### src/catsc_pkg.sv
// Constants and types for the analog test and headphone short control block
package catsc_pkg;

    // ------------------------------------------------------------
    // Register map
    // ------------------------------------------------------------
    localparam logic [7:0]  OFS_ANA_STATUS  = 8'h36;
    localparam logic [7:0]  OFS_ANA_TWEAKS  = 8'h3a;
    localparam logic [7:0]  OFS_SHORT_CTRL  = 8'h3c;
    localparam logic [15:0] RST_ANA_TWEAKS  = 16'h0000;
    localparam logic [15:0] RST_SHORT_CTRL  = 16'h0000;
    localparam logic [15:0] MASK_ANA_TWEAKS = 16'h7fff;
    localparam logic [15:0] MASK_SHORT_CTRL = 16'h777c;

    // ------------------------------------------------------------
    // Field positions
    // ------------------------------------------------------------
    localparam int POS_MONO        = 12;
    localparam int POS_RETUNE      = 11;
    localparam int POS_RIGHT_TRIP  = 12;
    localparam int POS_LEFT_TRIP   = 8;
    localparam int POS_CENTER_TRIP = 4;
    localparam int POS_SIDE_MODE   = 2;
    localparam int POS_SIDE_FLAG   = 9;
    localparam int POS_CENTER_FLAG = 8;

    // ------------------------------------------------------------
    // Timing and widths
    // ------------------------------------------------------------
    localparam int unsigned CLOCK_HZ         = 50_000_000;
    localparam int unsigned SHORT_TIMEOUT_MS = 50;
    localparam int unsigned SHORT_TIMEOUT_CYC = SHORT_TIMEOUT_MS * (CLOCK_HZ / 1000);
    localparam int          TIMER_W          = 32;
    localparam int          DAC_W            = 24;

    typedef enum logic [1:0] {
        SIDE_MODE_OFF     = 2'b00,
        SIDE_MODE_TIMED   = 2'b01,
        SIDE_MODE_INVALID = 2'b10,
        SIDE_MODE_MANUAL  = 2'b11
    } catsc_mode_e;

    // Field order follows register bits 14 down to 0
    typedef struct packed {
        logic lineout_supply_vdda;
        logic spare_to_analog;
        logic mono_copy_left;
        logic oscillator_retune;
        logic tie_reference_nodes;
        logic dac_sample_edge_flip;
        logic dac_crossing_edge_flip;
        logic dac_rz_lengthen;
        logic dac_double_current;
        logic dac_rz_off;
        logic dac_amp_no_ab;
        logic adc_sample_edge_flip;
        logic adc_crossing_edge_flip;
        logic adc_bias_reduce;
        logic dither_off_a;
    } catsc_analog_s;

    typedef struct packed {
        logic [7:0] right_ma;
        logic [7:0] left_ma;
        logic [8:0] center_ma;
    } catsc_trip_s;

    typedef struct packed {
        logic [15:0]        tweaks;
        logic [15:0]        short_ctrl;
        logic [2:0]         sync1;
        logic [2:0]         sync2;
        logic               latch_left;
        logic               latch_right;
        logic [TIMER_W-1:0] timer;
        logic               retune_pulse;
        logic               dac_valid;
        logic [DAC_W-1:0]   dac_left;
        logic [DAC_W-1:0]   dac_right;
        logic [15:0]        rdata;
    } catsc_state_s;

endpackage

### src/catsc_top.sv
// Analog tweak and headphone short control register bank
`timescale 1ns/10ps
module catsc_top #(
    parameter int unsigned TIMEOUT_CYCLES = catsc_pkg::SHORT_TIMEOUT_CYC
) (
    input  wire logic                         clock,
    input  wire logic                         reset,
    input  wire logic [7:0]                   reg_addr,
    input  wire logic [15:0]                  reg_wdata,
    input  wire logic                         reg_wr,
    input  wire logic                         reg_rd,
    output logic      [15:0]                  reg_rdata,
    input  wire logic                         short_left_async,
    input  wire logic                         short_right_async,
    input  wire logic                         short_center_async,
    input  wire logic                         dac_in_valid,
    input  wire logic [catsc_pkg::DAC_W-1:0]  dac_in_left,
    input  wire logic [catsc_pkg::DAC_W-1:0]  dac_in_right,
    output logic                              dac_out_valid,
    output logic      [catsc_pkg::DAC_W-1:0]  dac_out_left,
    output logic      [catsc_pkg::DAC_W-1:0]  dac_out_right,
    output catsc_pkg::catsc_analog_s          analog_ctrl,
    output logic                              retune_pulse,
    output catsc_pkg::catsc_trip_s            trip_level,
    output logic                              left_class_a,
    output logic                              right_class_a,
    output logic                              side_short_flag
);

    // ------------------------------------------------------------
    // Trip level decoding
    // ------------------------------------------------------------
    // Codes 3..0 count upward from the smallest step, codes 4..7 continue past code 0
    function automatic logic [3:0] trip_steps(input logic [2:0] code);
        trip_steps = code[2] ? ({1'b0, code} + 4'h1) : (4'h4 - {1'b0, code});
    endfunction

    localparam int TIMER_BITS = catsc_pkg::TIMER_W;

    catsc_pkg::catsc_state_s s_r;
    catsc_pkg::catsc_state_s s_nxt;
    catsc_pkg::catsc_mode_e  mode;
    logic                    detect_on;
    logic                    expire;
    logic                    wr_tweaks;
    logic                    wr_short;
    logic                    raw_left;
    logic                    raw_right;
    logic                    raw_center;
    logic                    flag_now;

    // ------------------------------------------------------------
    // Next state
    // ------------------------------------------------------------
    always_comb begin
        s_nxt      = s_r;
        mode       = catsc_pkg::catsc_mode_e'(s_r.short_ctrl[catsc_pkg::POS_SIDE_MODE +: 2]);
        raw_left   = s_r.sync2[0];
        raw_right  = s_r.sync2[1];
        raw_center = s_r.sync2[2];
        wr_tweaks  = reg_wr && (reg_addr == catsc_pkg::OFS_ANA_TWEAKS);
        wr_short   = reg_wr && (reg_addr == catsc_pkg::OFS_SHORT_CTRL);

        // Pin inputs: second stage is the only reader of the first
        s_nxt.sync1 = {short_center_async, short_right_async, short_left_async};
        s_nxt.sync2 = s_r.sync1;

        // Reserved bits masked off so they read zero
        if (wr_tweaks) begin
            s_nxt.tweaks = reg_wdata & catsc_pkg::MASK_ANA_TWEAKS;
        end
        if (wr_short) begin
            s_nxt.short_ctrl = reg_wdata & catsc_pkg::MASK_SHORT_CTRL;
        end

        // Retune fires on the write that takes the bit from high to low
        s_nxt.retune_pulse = wr_tweaks && s_r.tweaks[catsc_pkg::POS_RETUNE]
                             && !reg_wdata[catsc_pkg::POS_RETUNE];

        // Mode 2 is treated as off so a bad write cannot leave a stuck latch
        detect_on = (mode == catsc_pkg::SIDE_MODE_TIMED) ||
                    (mode == catsc_pkg::SIDE_MODE_MANUAL);

        // Off and invalid modes show the live synchronised signal, timed and manual modes the latch
        flag_now  = detect_on ? (s_r.latch_left || s_r.latch_right)
                              : (raw_left || raw_right);

        // Timeout counter runs only in timed mode
        expire = 1'b0;
        if (mode == catsc_pkg::SIDE_MODE_TIMED) begin
            if (s_r.timer >= TIMER_BITS'(TIMEOUT_CYCLES - 1)) begin
                expire      = 1'b1;
                s_nxt.timer = '0;
            end else begin
                s_nxt.timer = s_r.timer + TIMER_BITS'(1);
            end
        end else begin
            s_nxt.timer = '0;
        end

        // A short seen in the clearing cycle keeps the latch set
        if (!detect_on) begin
            s_nxt.latch_left  = 1'b0;
            s_nxt.latch_right = 1'b0;
        end else begin
            s_nxt.latch_left  = raw_left  || (s_r.latch_left  && !expire);
            s_nxt.latch_right = raw_right || (s_r.latch_right && !expire);
        end

        // Mono copy at the DAC sample register
        s_nxt.dac_valid = dac_in_valid;
        if (dac_in_valid) begin
            s_nxt.dac_left  = dac_in_left;
            s_nxt.dac_right = s_r.tweaks[catsc_pkg::POS_MONO] ? dac_in_left
                                                              : dac_in_right;
        end

        // Read data stands only in the cycle after the strobe
        s_nxt.rdata = 16'h0000;
        if (reg_rd) begin
            case (reg_addr)
                catsc_pkg::OFS_ANA_TWEAKS: begin
                    s_nxt.rdata = s_r.tweaks;
                end
                catsc_pkg::OFS_SHORT_CTRL: begin
                    s_nxt.rdata = s_r.short_ctrl;
                end
                catsc_pkg::OFS_ANA_STATUS: begin
                    s_nxt.rdata[catsc_pkg::POS_SIDE_FLAG]   = flag_now;
                    s_nxt.rdata[catsc_pkg::POS_CENTER_FLAG] = raw_center;
                end
                default: begin
                    s_nxt.rdata = 16'h0000;
                end
            endcase
        end

        if (reset) begin
            s_nxt              = '0;
            s_nxt.tweaks       = catsc_pkg::RST_ANA_TWEAKS;
            s_nxt.short_ctrl   = catsc_pkg::RST_SHORT_CTRL;
        end
    end

    // ------------------------------------------------------------
    // State register
    // ------------------------------------------------------------
    always_ff @(posedge clock) begin
        s_r <= s_nxt;
    end

    // ------------------------------------------------------------
    // Outputs
    // ------------------------------------------------------------
    // Analog controls are the register bits themselves, no extra delay
    assign analog_ctrl = catsc_pkg::catsc_analog_s'(
        s_r.tweaks[14:0]);

    assign trip_level.right_ma  = 8'(trip_steps(s_r.short_ctrl[catsc_pkg::POS_RIGHT_TRIP +: 3])
                                     * 8'd25);
    assign trip_level.left_ma   = 8'(trip_steps(s_r.short_ctrl[catsc_pkg::POS_LEFT_TRIP +: 3])
                                     * 8'd25);
    assign trip_level.center_ma = 9'(trip_steps(s_r.short_ctrl[catsc_pkg::POS_CENTER_TRIP +: 3])
                                     * 9'd50);

    // Class A forcing limits current while a side is latched shorted
    assign left_class_a  = s_r.latch_left;
    assign right_class_a = s_r.latch_right;

    // Flag is formed once in the next-state process so the read path sees no loop
    assign side_short_flag = flag_now;

    assign retune_pulse  = s_r.retune_pulse;
    assign dac_out_valid = s_r.dac_valid;
    assign dac_out_left  = s_r.dac_left;
    assign dac_out_right = s_r.dac_right;
    assign reg_rdata     = s_r.rdata;

endmodule

### config.mk
export PLATFORM = sky130hd
export DESIGN_NAME = catsc_top
export DESIGN_NICKNAME = d
export VERILOG_FILES = /design/src/catsc_pkg.sv /design/src/catsc_top.sv
export SDC_FILE = /design/constraint.sdc
export NUM_CORES = 1
export LEC_CHECK = 0
export BUFFER_PORTS_ARGS = -buffer_cell sky130_fd_sc_hd__clkbuf_2
export CAP_MARGIN = 20
export CORE_MARGIN = 2
export CORE_UTILIZATION = 53
export CTS_BUF_LIST = sky130_fd_sc_hd__clkbuf_4
export DETAILED_ROUTE_END_ITERATION = 8
export PLACE_DENSITY = 0.82
export SETUP_SLACK_MARGIN = 0.1
export SLEW_MARGIN = 20
export SYNTH_ARGS = -nofsm -noshare
export SYNTH_HDL_FRONTEND = slang
export SYNTH_SLANG_ARGS = --single-unit
### constraint.sdc
create_clock -name clock -period 2.5 [get_ports clock]
set_input_delay 0.5 -clock clock [delete_from_list [all_inputs] [get_ports clock]]
set_output_delay 0.5 -clock clock [all_outputs]
set_load 0.03 [all_outputs]
# == Yosys cells after proc, flatten, opt, wreduce, memory -nomap -nowiden ==
# Index checks and enable logic that the tools add are counted.
# totals
register_bits,132
out_inout_bits,109
# op_classes
n_bitwise,3
reduce_logical,16
addsub,7
eq_ne,5
n_mux,10
n_lt_le_gt_ge,1
n_mul,3
# op_table
op,n
"32-bit by 1-bit adder with 32-bit output, second input constant",1
"32-bit by 22-bit greater-or-equal comparator with 1-bit output, second input constant",1
"8-bit by 6-bit == test with 1-bit output, second input constant",3
"4-bit by 5-bit multiplier with 8-bit output, second input constant",3
24-bit two-way mux,1
8-bit one-hot mux with 2 select lines,1
"3-bit by 1-bit adder with 4-bit output, second input constant",3
4-bit two-way mux,3
"3-bit by 3-bit subtractor with 4-bit output, first input constant",3
5-bit one-hot mux with 2 select lines,1
1-bit logical AND,6
2-bit one-hot mux with 3 select lines,1
1-bit logical OR,5
2-bit OR reduction,2
1-bit two-way mux,3
1-bit NOT,3
3-bit OR reduction,1
"2-bit by 1-bit == test with 1-bit output, second input constant",1
"2-bit == test, second input constant",1
1-bit zero test,2

# == Logic depth before layout (Yosys ltp) ==
# depth
word_depth,6
mapped_depth,10
mapped_depth_nobuf,10

# == Least setup slack after synthesis ==
# No wires, ideal clock.
# synth_path
path_kind,reg2out
from,register s_r[111] (netlist name)
to,output port trip_level[8] (netlist name)
arrival_ns,2.523
required_time_ns,2.000
setup_slack_ns,-0.523
path_stages_with_launch,10
cell_sequence,dfxtp_1 > inv_1 > ha_1 > nor2_1 > a21oi_1 > ha_1 > ha_1 > and3_1 > o21ai_0 > xnor2_1
# synth_rtl
item,line,text
"start, declared",catsc_top.sv:40,catsc_pkg::catsc_state_s s_r;
"start signal, assigned",catsc_top.sv:149,s_r <= s_nxt;
"end, declared",catsc_top.sv:24,"output catsc_pkg::catsc_trip_s trip_level,"

==> metrics.csv <==
stage,metric,value,unit
sta,f_max,334,MHz
critical_path,worst path arrival time,2.49,ns
critical_path,CP Class,reg -> out,
logic_synthesis,Yosys top cell area share,0.419,
drt,first-pass detailed-route iteration total,4,
layout,layout cells sized above 1,0.399,
logic_synthesis,Synth Area in Compound Gates,0.0834,
layout,post-route cell area,0.00785,mm2
drt,total wire length,15700,um
min_path,hold path depth,2,
layout,most frequent cells in the layout,"clkbuf_2, dfxtp_1, nor2_1",
sta,Final Max Slew Viols,0,
floorplan,io pins,189,
power_and_ir_drop,PD cells,497,mW/mm2
clocking,"CTS clk-pin slew, worst paths",0.11,ns
grt,largest net degree at the start of global routing,48,
power_and_ir_drop,Leak,0.00335,uW
logic_synthesis,Yosys cell types,47,
drt,Via density,5.36,
placement,placed cell area,0.00717,mm2
logic_synthesis,Post-Synth Adder-Cell Area,0.0676,
logic_synthesis,mux cell area share after synthesis,0.102,
critical_path,critical-path maximum fanout,4,
critical_path,Reg2Reg Depth,5,
placement,Final Wtd Congestion,0.861,
floorplan,Die Ht,113,um
logic_synthesis,dominant cells by area after synthesis,"dfxtp_1, mux2i_1, buf_4, ha_1, nor2_1",
layout,number of fill cells,830,
logic_synthesis,Post-synth top flop,dfxtp_1,
clocking,CTS tree,built,
placement,Buffers on Ports,185,
clocking,CTS HTree Levels,4,
status,failing checks,negative setup slack,
clocking,hold_buf cts,0,
logic_synthesis,largest family of logic cells by synthesized area,simple AND/OR/NAND/NOR gates,
grt,initial antenna violation count,0,
clocking,clk buf depth,2,
grt,grt ovf,0,
logic_synthesis,Synth area leader,dfxtp_1,
drt,post-route ant nets,0,
logic_synthesis,share of flip-flops with an asynchronous set or reset,0,
grt,gr usage total,0.246,
power_and_ir_drop,Design Power,3900,uW
drt,DRT iter0 DRCs,192,
status,outcome,"complete, but fails checks",
power_and_ir_drop,Max VDD drop,0.447,mV
critical_path,WP data required,2.00,ns
critical_path,Worst Setup End Kind,output port,
layout,Area Growth Syn to Fin,25.4,%
critical_path,startpoint types,register,
sta,Min Hold Slack,0.173,ns
layout,Ant. Diodes,0,
min_path,Hold Crit Class,in -> reg,
sta,unrepaired setup endpoints after global routing,yes,
clocking,CTS buffer count,17,
sta,Slew @ Worst Pin,0.533,ns
floorplan,Starting Density,0.546,
layout,fin cells,953,
drt,DRC,0,
floorplan,row cnt,39,
layout,Final nets,911,
sta,Final WS setup,-0.495,ns
floorplan,Die ar.,0.0127,mm2
floorplan,Core Footprint,0.0115,mm2
clocking,Clock Latency Late Sink,0.54,ns
job,MaxCap Viol Count,0,
sta,Rel. slew slack,0.645,
drt,per-cell routed wire length,16.5,um
placement,Post-Place Cells,906,
logic_synthesis,mapped cell area,0.00626,mm2
sta,Worst Skew,0.0163,ns
placement,Final HPWL DP,10800,um
grt,vias in the first global route,5260,
logic_synthesis,sequential-to-total area share from yosys stat,0.419,
logic_synthesis,simple-gate share of the synthesized area,0.157,
sta,final number of setup-violating endpoints,9,
logic_synthesis,average size of a mapped cell,9.41,um2
logic_synthesis,Post-synth EDFFs,0,
drt,vias,5105,
logic_synthesis,xor and xnor fraction of the mapped netlist area,0.0350,
sta,final hold violations,0,
logic_synthesis,register bit count reported by yosys,131,
floorplan,Die Wd,113,um
sta,final period demand of the worst path,2.99,ns
logic_synthesis,Ys Warns,0,
logic_synthesis,Gate Count Post-Synth,665,
grt,wire length of the first global-routing pass,24900,um
clocking,Root Driver,clkbuf_4,
clocking,clk sinks,131,
sta,Final period util,1.20,
layout,"commonest non-fill, non-tap cell in the layout",clkbuf_2,
## Yosys cell counts (all sizes together), types with 4 or more instances
cell    count
a211oi     31
a21oi      16
a22oi      10
and3       10
buf        94
clkbuf     21
dfxtp     131
ha         29
inv        24
mux2i      64
nand2      22
nand3      18
nand4       5
nor2       83
nor2b       9
nor3       17
nor4       10
o21ai       7
or3         6
or4         4
xnor2      14
xor2       11
## cell families after synthesis
| logic type | Yosys count |
|---|---|
| xor gates and xnor gates | 25 |
| adders and majority gates | 32 |
| and+or+nand+nor | 198 |
| other | 1 |
| buffers and inverters | 139 |
| AOI/OAI and AO/OA | 75 |
| DFF | 131 |
| muxes | 64 |
## final timing paths
| check | from | end | slack, ns |
|---|---|---|---|
| min | short_right_async | s_r[104]$_SDFF_PP0_ | 0.17 |
| min reg2reg | s_r[104]$_SDFF_PP0_ | raw_right$_SDFF_PP0_ | 0.45 |
| max reg2reg | s_r[66]$_SDFF_PP0_ | s_r[86]$_SDFF_PP0_ | 0.30 |
| max | s_r[114]$_SDFFE_PP0P_ | trip_level[16] | -0.49 |
## power breakdown
part	internal [uW]	total, uW	leakage, uW	switching, uW
logic	143	403	0.00213	260
registers	2140	2180	0.00108	31.3
clock network	564	1320	0.000141	754
total	2850	3900	0.00335	1050
## state kept, by name (all words and copies together), names as in the netlist, 2 cells and up
signal,flops
reg_rdata,15
dac_out_left,24
s_r,44
mode,2
dac_out_right,24
analog_ctrl,15
## worst max-delay path: stages (launching register included)
cell and delay, ns:
dfxtp_4 0.39, inv_2 0.06, ha_4 0.16, nor2_2 0.10, a21o_1 0.16, inv_4 0.05
ha_4 0.29, ha_4 0.20, a21oi_2 0.14, nor2b_2 0.07, xnor2_2 0.16, clkbuf_8 0.18
## metrics by stage
step	setup slack [ns]	setup TNS, ns	utilization
floorplan	0.0137	0	-
global placement	0.00532	0	0.625
detailed placement	-0.0283	-0.0283	0.625
CTS	-0.476	-3.75	0.674
global route	-0.604	-4.54	0.684
finish	-0.495	-3.75	0.684
## final cells by class
class	instances	area (um2)	share of cell area
Clock inverter	13	119	0.0151
Tap cell	143	179	0.0228
Multi-Input combinational cell	406	3330	0.424
Sequential cell	131	2650	0.338
Clock buffer	17	128	0.0163
Timing Repair Buffer	219	1340	0.170
Inverter	24	105	0.0134
## repair_timing
| item | 4_1_cts | 5_1_grt |
|---|---|---|
| buffers inserted | 9 | 8 |
| gates resized for setup | 52 | 20 |
| pin swaps | 25 | 13 |
| setup endpoints to repair | 11 | 11 |
## layer usage
layer  track usage  part of all wire
met5             0                 0
met4         0.125             0.033
met3        0.0810             0.078
met2         0.420              0.50
met1         0.274              0.39
(Power assumes the default switching activity.)
